===== src/rtl/cac_defs.svh =====
// Purpose: offsets, field positions and reset values of the capture/compare block
// Assumes: APB with 32-bit data, one aligned word per register
// Notes: definitions only, shared by the package and the design modules
`ifndef CAC_DEFS_SVH
`define CAC_DEFS_SVH

// register byte offsets
`define CAC_OFS_CTRL 8'h00
`define CAC_OFS_MODE 8'h04
`define CAC_OFS_CCL 8'h08
`define CAC_OFS_CCH 8'h0C
`define CAC_OFS_CNT 8'h10
`define CAC_OFS_STAT 8'h14

// counter_array_control bits
`define CAC_CTRL_FLAG 0
`define CAC_CTRL_RUN 6
`define CAC_CTRL_OVF 7

// module_mode_register bits
`define CAC_MODE_IRQ 0
`define CAC_MODE_PWM 1
`define CAC_MODE_TOG 2
`define CAC_MODE_MAT 3
`define CAC_MODE_FALL 4
`define CAC_MODE_RISE 5
`define CAC_MODE_CMP 6
`define CAC_MODE_WIDE 7

// status bits
`define CAC_STAT_PIN 0
`define CAC_STAT_OUT 1

// reset values and limits
`define CAC_MODE_RST 8'h00
`define CAC_BYTE_RST 8'h00
`define CAC_CNT_RST 16'h0000
`define CAC_CNT_MAX 16'hFFFF
`define CAC_LOW_MAX 8'hFF
`define CAC_WORD_ZERO 32'h00000000

`endif


===== src/rtl/cac_pkg.sv =====
// Purpose: types of the capture/compare block
// Assumes: cac_defs.svh holds all numeric constants
// Notes: every module keeps its state in one of these structs
`include "cac_defs.svh"

package cac_pkg;

   typedef enum logic [2:0] {MODE_IDLE, MODE_CAPTURE, MODE_TIMER, MODE_HSO, MODE_FREQ, MODE_PWM8,
      MODE_PWM16} cac_mode_t;

   typedef struct packed {
      logic [15:0] cnt;
      logic [7:0] ccl;
      logic [7:0] cch;
      logic [7:0] mode;
      logic run;
      logic flag;
      logic ovf;
      logic out;
      logic oe;
      logic irq;
      logic pready;
      logic pslverr;
      logic [31:0] prdata;
   } cac_state_t;

   typedef struct packed {
      logic s1;
      logic s2;
      logic prev;
      logic rise;
      logic fall;
   } cac_sync_t;

   typedef struct packed {
      logic eq_prev;
      logic match;
   } cac_cmp_t;

endpackage


===== src/rtl/cac_pin_sync.sv =====
// Purpose: brings the capture pin into the core clock domain and finds its edges
// Assumes: pin level is held at least two core clocks
// Notes: rise and fall are one-cycle pulses from flip-flops
`timescale 1ns/1ps

module cac_pin_sync
   import cac_pkg::*;
(
   // clock and reset
   input wire logic core_clk,
   input wire logic resetn,
   // asynchronous pin
   input wire logic pin_in,
   // synchronised level and edges
   output logic level,
   output logic rise,
   output logic fall
);

   cac_sync_t r_reg;
   cac_sync_t r_next;

   // first stage feeds only the second stage
   always_comb
   begin
      r_next = r_reg;
      r_next.s1 = pin_in;
      r_next.s2 = r_reg.s1;
      r_next.prev = r_reg.s2;
      r_next.rise = r_reg.s2 & ~r_reg.prev;
      r_next.fall = ~r_reg.s2 & r_reg.prev;
   end

   always_ff @(posedge core_clk or negedge resetn)
   begin
      if (!resetn)
         r_reg <= '0;
      else
         r_reg <= r_next;
   end

   assign level = r_reg.s2;
   assign rise = r_reg.rise;
   assign fall = r_reg.fall;

endmodule


===== src/rtl/cac_comparator.sv =====
// Purpose: digital comparator between counter and capture/compare value
// Assumes: same clock as the counter
// Notes: match is a registered one-cycle pulse in the cycle after the first cycle of equality
`timescale 1ns/1ps

module cac_comparator
   import cac_pkg::*;
(
   // clock and reset
   input wire logic core_clk,
   input wire logic resetn,
   // operands
   input wire logic enable,
   input wire logic low_only,
   input wire logic [15:0] count,
   input wire logic [15:0] value,
   // result
   output logic match
);

   cac_cmp_t r_reg;
   cac_cmp_t r_next;
   logic eq;

   // a stopped counter sitting on the value gives one pulse, not a stream
   always_comb
   begin
      r_next = r_reg;
      if (low_only)
         eq = enable && (count[7:0] == value[7:0]);
      else
         eq = enable && (count == value);
      r_next.eq_prev = eq;
      r_next.match = eq & ~r_reg.eq_prev;
   end

   always_ff @(posedge core_clk or negedge resetn)
   begin
      if (!resetn)
         r_reg <= '0;
      else
         r_reg <= r_next;
   end

   assign match = r_reg.match;

endmodule


===== src/rtl/cac_capture_compare.sv =====
// Purpose: one capture/compare module of a 16-bit counter array, with its counter and APB registers
// Assumes: APB master per the protocol; capture pin asynchronous to core_clk
// Notes: output and PWM waveforms kept simple; counter clock is core_clk
//
// Overview of operation
// enabled flag raises the shared interrupt
// comparator off stops output pin toggling
// comparator off forces PWM output low
// match sets flag when match enabled
// capture edge copies counter into register
// select bits choose rising, falling, both
// every capture sets the event flag
// capture interrupts only when enabled
// flag cleared only by software write
// pin level readable in status register
// source holds pin two clocks minimum
// low write clears, high sets comparator
// mode irq bit enables flag interrupt
// pin synchronised; load and flag together
`timescale 1ns/1ps

`include "cac_defs.svh"

module cac_capture_compare
   import cac_pkg::*;
(
   // clock and reset
   input wire logic core_clk,
   input wire logic resetn,
   // apb slave
   input wire logic psel,
   input wire logic penable,
   input wire logic pwrite,
   input wire logic [7:0] paddr,
   input wire logic [31:0] pwdata,
   output logic [31:0] prdata,
   output logic pready,
   output logic pslverr,
   // capture/output pin
   input wire logic module_capture_pin_in,
   output logic module_capture_pin_out,
   output logic module_capture_pin_oe,
   // shared counter-array interrupt
   output logic counter_array_irq
);

   ////////////////////////////////////////////////////////////////////////////
   // state

   cac_state_t r_reg;
   cac_state_t r_next;

   logic pin_level;
   logic pin_rise;
   logic pin_fall;
   logic cmp_match;
   logic cmp_low_only;
   logic cmp_enable;
   cac_mode_t mode_now;

   ////////////////////////////////////////////////////////////////////////////
   // mode decode

   function automatic cac_mode_t decode_mode(input logic [7:0] m);
      cac_mode_t d;
      d = MODE_IDLE;
      // capture selects win, so a stray pwm bit never drives the pin while capturing
      if (m[`CAC_MODE_RISE] || m[`CAC_MODE_FALL])
         d = MODE_CAPTURE;
      else if (m[`CAC_MODE_PWM] && m[`CAC_MODE_WIDE])
         d = MODE_PWM16;
      else if (m[`CAC_MODE_PWM] && m[`CAC_MODE_TOG])
         d = MODE_FREQ;
      else if (m[`CAC_MODE_PWM])
         d = MODE_PWM8;
      else if (m[`CAC_MODE_TOG])
         d = MODE_HSO;
      else if (m[`CAC_MODE_CMP] || m[`CAC_MODE_MAT])
         d = MODE_TIMER;
      return d;
   endfunction

   assign mode_now = decode_mode(r_reg.mode);

   ////////////////////////////////////////////////////////////////////////////
   // read mux

   function automatic logic [31:0] read_word(input cac_state_t s, input logic [7:0] a, input logic lvl);
      logic [31:0] w;
      // unmapped offsets read as zero so an error answer carries no state
      w = `CAC_WORD_ZERO;
      case (a)
         `CAC_OFS_CTRL:
         begin
            w[`CAC_CTRL_FLAG] = s.flag;
            w[`CAC_CTRL_RUN] = s.run;
            w[`CAC_CTRL_OVF] = s.ovf;
         end
         `CAC_OFS_MODE:
            w[7:0] = s.mode;
         `CAC_OFS_CCL:
            w[7:0] = s.ccl;
         `CAC_OFS_CCH:
            w[7:0] = s.cch;
         `CAC_OFS_CNT:
            w[15:0] = s.cnt;
         `CAC_OFS_STAT:
         begin
            // pin level visible
            w[`CAC_STAT_PIN] = lvl;
            w[`CAC_STAT_OUT] = s.out;
         end
         default:
            w = `CAC_WORD_ZERO;
      endcase
      return w;
   endfunction

   function automatic logic addr_mapped(input logic [7:0] a);
      logic hit;
      hit = 1'b0;
      case (a)
         `CAC_OFS_CTRL, `CAC_OFS_MODE, `CAC_OFS_CCL, `CAC_OFS_CCH, `CAC_OFS_CNT, `CAC_OFS_STAT:
            hit = 1'b1;
         default:
            hit = 1'b0;
      endcase
      return hit;
   endfunction

   ////////////////////////////////////////////////////////////////////////////
   // pin synchroniser and comparator

   // two-flop pin sync
   cac_pin_sync u_pin_sync
   (
      .core_clk(core_clk),
      .resetn(resetn),
      .pin_in(module_capture_pin_in),
      .level(pin_level),
      .rise(pin_rise),
      .fall(pin_fall)
   );

   // 8-bit compare for the modes that work on the low byte only
   assign cmp_low_only = (mode_now == MODE_PWM8) || (mode_now == MODE_FREQ);
   // comparator gated by enable bit
   assign cmp_enable = r_reg.mode[`CAC_MODE_CMP] && (mode_now != MODE_CAPTURE);

   // compare value is the two byte registers side by side
   cac_comparator u_comparator
   (
      .core_clk(core_clk),
      .resetn(resetn),
      .enable(cmp_enable),
      .low_only(cmp_low_only),
      .count(r_reg.cnt),
      .value({r_reg.cch, r_reg.ccl}),
      .match(cmp_match)
   );

   ////////////////////////////////////////////////////////////////////////////
   // next state

   always_comb
   begin
      logic access;
      logic wr_take;
      logic cap_edge;
      logic low_wrap;
      logic full_wrap;
      access = 1'b0;
      wr_take = 1'b0;
      cap_edge = 1'b0;
      low_wrap = 1'b0;
      full_wrap = 1'b0;
      r_next = r_reg;

      // apb: first access cycle prepares the answer, the next edge completes it
      access = psel && penable;
      // a write lands on the edge that samples pready high, never earlier
      wr_take = access && pwrite && r_reg.pready;
      if (access && !r_reg.pready)
      begin
         r_next.pready = 1'b1;
         r_next.pslverr = !addr_mapped(paddr);
         r_next.prdata = pwrite ? `CAC_WORD_ZERO : read_word(r_reg, paddr, pin_level);
      end
      else
      begin
         r_next.pready = 1'b0;
         r_next.pslverr = 1'b0;
      end

      // counter runs on core_clk while enabled
      if (r_reg.run)
      begin
         r_next.cnt = 16'(r_reg.cnt + 16'h0001);
         low_wrap = (r_reg.cnt[7:0] == `CAC_LOW_MAX);
         full_wrap = (r_reg.cnt == `CAC_CNT_MAX);
      end

      // software writes first, so hardware events below win over a clear
      if (wr_take)
      begin
         case (paddr)
            `CAC_OFS_CTRL:
            begin
               // only software clears the flag
               r_next.flag = r_reg.flag & pwdata[`CAC_CTRL_FLAG];
               r_next.ovf = r_reg.ovf & pwdata[`CAC_CTRL_OVF];
               r_next.run = pwdata[`CAC_CTRL_RUN];
            end
            `CAC_OFS_MODE:
               r_next.mode = pwdata[7:0];
            `CAC_OFS_CCL:
            begin
               r_next.ccl = pwdata[7:0];
               // low write disables comparator
               r_next.mode[`CAC_MODE_CMP] = 1'b0;
            end
            `CAC_OFS_CCH:
            begin
               r_next.cch = pwdata[7:0];
               // high write enables comparator
               r_next.mode[`CAC_MODE_CMP] = 1'b1;
            end
            `CAC_OFS_CNT:
               r_next.cnt = pwdata[15:0];
            default:
               r_next.run = r_next.run;
         endcase
      end

      if (full_wrap)
         r_next.ovf = 1'b1;

      // edge select
      cap_edge = (pin_rise && r_reg.mode[`CAC_MODE_RISE]) || (pin_fall && r_reg.mode[`CAC_MODE_FALL]);

      // the pin is driven only in output and pwm modes; capture keeps it an input
      r_next.oe = 1'b0;
      case (mode_now)
         MODE_CAPTURE:
         begin
            // edges shorter than two clocks may be missed
            if (cap_edge)
            begin
               // counter into both bytes
               r_next.ccl = r_reg.cnt[7:0];
               r_next.cch = r_reg.cnt[15:8];
               // capture sets flag
               r_next.flag = 1'b1;
            end
         end
         MODE_HSO:
         begin
            r_next.oe = 1'b1;
            // no toggle while comparator off
            if (cmp_match && r_reg.mode[`CAC_MODE_CMP])
               r_next.out = ~r_reg.out;
         end
         MODE_FREQ:
         begin
            r_next.oe = 1'b1;
            // frequency toggle needs comparator
            if (cmp_match && r_reg.mode[`CAC_MODE_CMP])
            begin
               r_next.out = ~r_reg.out;
               // the high byte is the half period, added at every toggle
               r_next.ccl = 8'(r_reg.ccl + r_reg.cch);
            end
         end
         MODE_PWM8:
         begin
            r_next.oe = 1'b1;
            // low byte wrap ends the period and reloads the duty value
            if (low_wrap)
            begin
               r_next.out = 1'b0;
               r_next.ccl = r_reg.cch;
            end
            else if (cmp_match)
               r_next.out = 1'b1;
            // zero duty when comparator off
            if (!r_reg.mode[`CAC_MODE_CMP])
               r_next.out = 1'b0;
         end
         MODE_PWM16:
         begin
            r_next.oe = 1'b1;
            // a full wrap ends the high time
            if (full_wrap)
               r_next.out = 1'b0;
            else if (cmp_match)
               r_next.out = 1'b1;
            // zero duty when comparator off
            if (!r_reg.mode[`CAC_MODE_CMP])
               r_next.out = 1'b0;
         end
         default:
            r_next.oe = 1'b0;
      endcase

      // match sets flag
      if (cmp_match && r_reg.mode[`CAC_MODE_MAT] && r_reg.mode[`CAC_MODE_CMP])
         r_next.flag = 1'b1;

      // flag drives shared interrupt
      // interrupt only when enabled
      // mode bit enables interrupt
      r_next.irq = r_next.flag && r_next.mode[`CAC_MODE_IRQ];
   end

   ////////////////////////////////////////////////////////////////////////////
   // registers

   // reset values are constants only; flag and pin output start low
   always_ff @(posedge core_clk or negedge resetn)
   begin
      if (!resetn)
      begin
         r_reg <= '0;
         r_reg.mode <= `CAC_MODE_RST;
         r_reg.cnt <= `CAC_CNT_RST;
         r_reg.ccl <= `CAC_BYTE_RST;
         r_reg.cch <= `CAC_BYTE_RST;
         r_reg.prdata <= `CAC_WORD_ZERO;
      end
      else
         r_reg <= r_next;
   end

   ////////////////////////////////////////////////////////////////////////////
   // outputs, all from flip-flops

   assign prdata = r_reg.prdata;
   assign pready = r_reg.pready;
   assign pslverr = r_reg.pslverr;
   assign module_capture_pin_out = r_reg.out;
   assign module_capture_pin_oe = r_reg.oe;
   assign counter_array_irq = r_reg.irq;

endmodule


===== config.mk =====
export PLATFORM = sky130hd
export DESIGN_NAME = cac_capture_compare
export DESIGN_NICKNAME = d
export VERILOG_FILES = /design/src/rtl/cac_pkg.sv /design/src/rtl/cac_pin_sync.sv /design/src/rtl/cac_comparator.sv /design/src/rtl/cac_capture_compare.sv
export VERILOG_INCLUDE_DIRS = /design/src /design/src/rtl
export SDC_FILE = /design/constraint.sdc
export NUM_CORES = 1
export LEC_CHECK = 0
export ABC_CLOCK_PERIOD_IN_PS = 4430
export BUFFER_PORTS_ARGS = -buffer_cell sky130_fd_sc_hd__buf_2
export CORE_MARGIN = 3
export CORE_UTILIZATION = 35
export DETAILED_ROUTE_END_ITERATION = 8
export RECOVER_POWER = 50
export SETUP_SLACK_MARGIN = 0.15
export SLEW_MARGIN = 20
export SYNTH_ARGS = -nofsm -noshare
export SYNTH_HDL_FRONTEND = slang
export SYNTH_HIERARCHICAL = 1
export SYNTH_SLANG_ARGS = --single-unit

===== constraint.sdc =====
create_clock -name core_clk -period 4.43 [get_ports core_clk]
set_clock_uncertainty 0.05 [all_clocks]
set_input_delay 0.443 -clock core_clk [delete_from_list [all_inputs] [get_ports core_clk]]
set_output_delay 0.443 -clock core_clk [all_outputs]
set_load 0.005 [all_outputs]

==> impl_metrics.csv <==
group,metric,value,unit
synthesis,synth-edff-count,0,
sta,rsz0062_at_grt,"no",
finish,drive_above_1_share,16.60,%
sta,finalCritPeriodShare,61.55,%
clock_network,ctsResizeCount,0,
finish,largest_reg_flops,43,
setup_path,cp_data_required_time,4.55,ns
place,place_area,0.004642,mm^2
finish,diodes,0,
setup_path,path_cells,"buf_2, or4_4, nor2_1, and3_1, nor2b_1, mux2i_1, o21ai_0",
route,vias,3627,
synthesis,synth.top_cell.area_share,40.05,%
sta,fmax,0.3667,GHz
synthesis,synthDistinctLibCells,59,
synthesis,ys_ff_latch,71,
pwr,powerDensity,342.9,mW/mm^2
synthesis,synthTopCellsByArea,"dfrtp_1 (40%), o21ai_0 (5.4%), buf_4 (5.4%)",
finish,syn_to_final_growth,10.80,%
clock_network,cts_buffers,9,
setup_path,cp_slowest_stage_delay,0.87,ns
pwr,power,0.001686,W
die,row_count,40,
route,viasPerCell,5.381,
setup_path,slowest_stage,"nor2b_1",
route,ant_nets,0,
clock_network,clock-sinks,71,
finish,fin_area,0.004916,mm^2
sta,fin_crit,2.727,ns
die,io_pins,83,
global_routing,antenna_found_initial,0,
die,die_x,118.6,um
sta,finalHoldViolCount,0,
setup_path,critPathArrivalTime,2.85,ns
outcome,status,"finished with violations",
outcome,violations,"capacitance limit, slew limit",
place,place.gp.congestion,0.9434,
route,drtIter0Drc,260,
sta,tns,0,ns
global_routing,grt_pass1_vias,3574,
hold_path,worstHoldPathType,"primary input to register",
route,drc,0,
die,dieArea,0.01406,mm^2
place,port_buffers,50,
route,wl,11.99,mm
die,core,0.01221,mm^2
synthesis,syn_area_per_cell,9.360,um^2
setup_path,startpoint_type,"primary input",
pwr,ir_drop,0.1603,mV
synthesis,yosys_warnings,6,
synthesis,yosysTopAreaCell,"dfrtp_1",
sta,setup_violations,0,
clock_network,clock_latency,0.34,ns
synthesis,async_flop_share,100.0,%
synthesis,yosys_most_used_dff,"dfrtp_1",
setup_path,critical_path_class,"primary input to register",
sta,drv_slew,35,
clock_network,htree_num_levels,3,
synthesis,ys_seq_area_share,40.05,%
clock_network,cts_setup_buffers,0,
synthesis,syn_inst,474,
run,max_cap_violations,1,
sta,max_slew.worst_pin.slew,1.996,ns
pwr,p_leak,1.945,nW
clock_network,clockBufferDepth,2,
die,die_h,118.6,um
global_routing,grt_pass1_wl,19.20,mm
finish,nNetsFinal,557,
setup_path,end_kind,"register",
place,dp_hpwl,8.992,mm
global_routing,grt_usage,17.29,%
synthesis,syn-cell-area,0.004437,mm^2
clock_network,clockRootBuffer,"clkbuf_16",
setup_path,crit_fanout,9,
clock_network,clk_pin_slew,0.06,ns
die,start_util,36.33,%
clock_network,cts_hold_buf,0,
sta,relSlewSlack,-33.05,%
route,firstDrtPassIters,4,
global_routing,grt_start_max_net_pins,39,
route,wl_per_cell,17.79,um
clock_network,cts_tree,"done",
global_routing,grt_overflow,0,
==> stage by stage <==
| stage | hold slack (ns) | util [%] | setup WS [ns] | instances |
|---|---|---|---|---|
| after floorplan | 0.09741 | - | 1.686 | 489 |
| after global placement | 0.2826 | 38.01 | 1.437 | 658 |
| after detailed placement | 0.2913 | 38.01 | 1.396 | 658 |
| after CTS | 0.1662 | 40.35 | 1.728 | 674 |
| after global routing | 0.1661 | 40.26 | 1.387 | 674 |
| final | 0.1709 | 40.26 | 1.703 | 674 |
==> area by class of cell <==
type	instances	area [um^2]
Fill cell	1270	7296
Multi-Input combinational cell	362	2367
Tap cell	168	210.2
Timing Repair Buffer	53	261.5
Inverter	4	15.01
Sequential cell	71	1777
Clock buffer	12	256.5
Clock inverter	4	28.78
==> where the power goes <==
group | total, W | switching, W | internal [W]
registers | 0.000742 | 0.0000619 | 0.000680
clock network | 0.000696 | 0.000285 | 0.000411
logic | 0.000247 | 0.000140 | 0.000108
total | 0.00169 | 0.000487 | 0.00120
==> synthesized netlist by cell type, drive strengths merged, types with 2 or more instances <==
master / number
o21ai: 48
mux2i: 17
and3: 4
a21o: 3
nor2: 24
o211ai: 2
a221oi: 9
a211oi: 4
mux2: 11
and2: 6
and2b: 2
nor2b: 7
o21bai: 2
nand4: 5
a21oi: 16
or3: 2
nor4: 8
xor2: 25
dfrtp: 71
buf: 37
nand2b: 2
a22oi: 10
nand2: 57
a22o: 11
ha: 9
clkbuf: 15
or4: 2
or2: 4
nor3: 11
nand3: 13
a221o: 2
inv: 4
xnor2: 13
a211o: 2
==> cells in the final DEF, fill, tap and decap left out, drive strengths merged, types with 2 or more instances in the layout <==
cell type | Yosys | layout
clkbuf | 15 | 20
nand2b | 2 | 2
xor2 | 25 | 25
conb | 1 | 16
a221o | 2 | 2
nor4 | 8 | 8
and2 | 6 | 6
a221oi | 9 | 9
a211o | 2 | 2
nand3 | 13 | 13
or3 | 2 | 2
a21o | 3 | 3
nand4 | 5 | 5
o21bai | 2 | 2
or4 | 2 | 2
mux2i | 17 | 17
a21oi | 16 | 16
o21ai | 48 | 48
xnor2 | 13 | 13
o211ai | 2 | 2
a22o | 11 | 11
clkinvlp | 0 | 2
inv | 4 | 5
ha | 9 | 9
dfrtp | 71 | 71
or2 | 4 | 4
and2b | 2 | 2
and3 | 4 | 4
a22oi | 10 | 10
mux2 | 11 | 11
nor2b | 7 | 7
nand2 | 57 | 57
nor2 | 24 | 24
nor3 | 11 | 11
buf | 37 | 45
a211oi | 4 | 4
==> critical path, delay by kind of cell <==
family | cells | cell delay, ns
buffers and inverters | 1 | 0.09
AOI/OAI and AO/OA | 1 | 0.10
and+or+nand+nor | 4 | 1.93
muxes | 1 | 0.28
==> logic make-up (layout without fill, tap and decap cells) <==
logic type | count (synthesis) | count (layout) | synth area share [%]
flip-flops | 71 | 71 | 40.05
buffers and inverters | 56 | 73 | 7.980
AND/OR/NAND/NOR | 151 | 151 | 16.92
AO/OA/AOI/OAI | 117 | 117 | 17.03
XOR/XNOR | 38 | 38 | 7.501
other | 1 | 16 | 0.08452
multiplexers | 29 | 29 | 7.219
adder cells (fa/ha/maj) | 11 | 11 | 3.215
==> layer usage <==
layer / vias up / part of all wire [%] / track usage (%)
met3: 22 / 6.4 / 3.301
met4: 0 / 2.4 / 6.807
met5: - / 0 / 0
li1: 1720 / - / -
met1: 1753 / 45 / 23.92
met2: 132 / 46 / 26.64
==> worst paths after layout <==
path	end	from	cells past startpoint	slack, ns
min reg2reg	u_pin_sync/level	u_pin_sync/r_next[3]	0	0.30
max in group asynchronous	r_reg[47]	resetn	2	1.88
min	u_pin_sync/r_next[3]	module_capture_pin_in	1	0.17
max	r_reg[48]	paddr[0]	7	1.70
max reg2reg	prdata[8]	pready	4	1.73
min in group asynchronous	pready	resetn	1	0.62
Power figures use the tool's default switching activity.
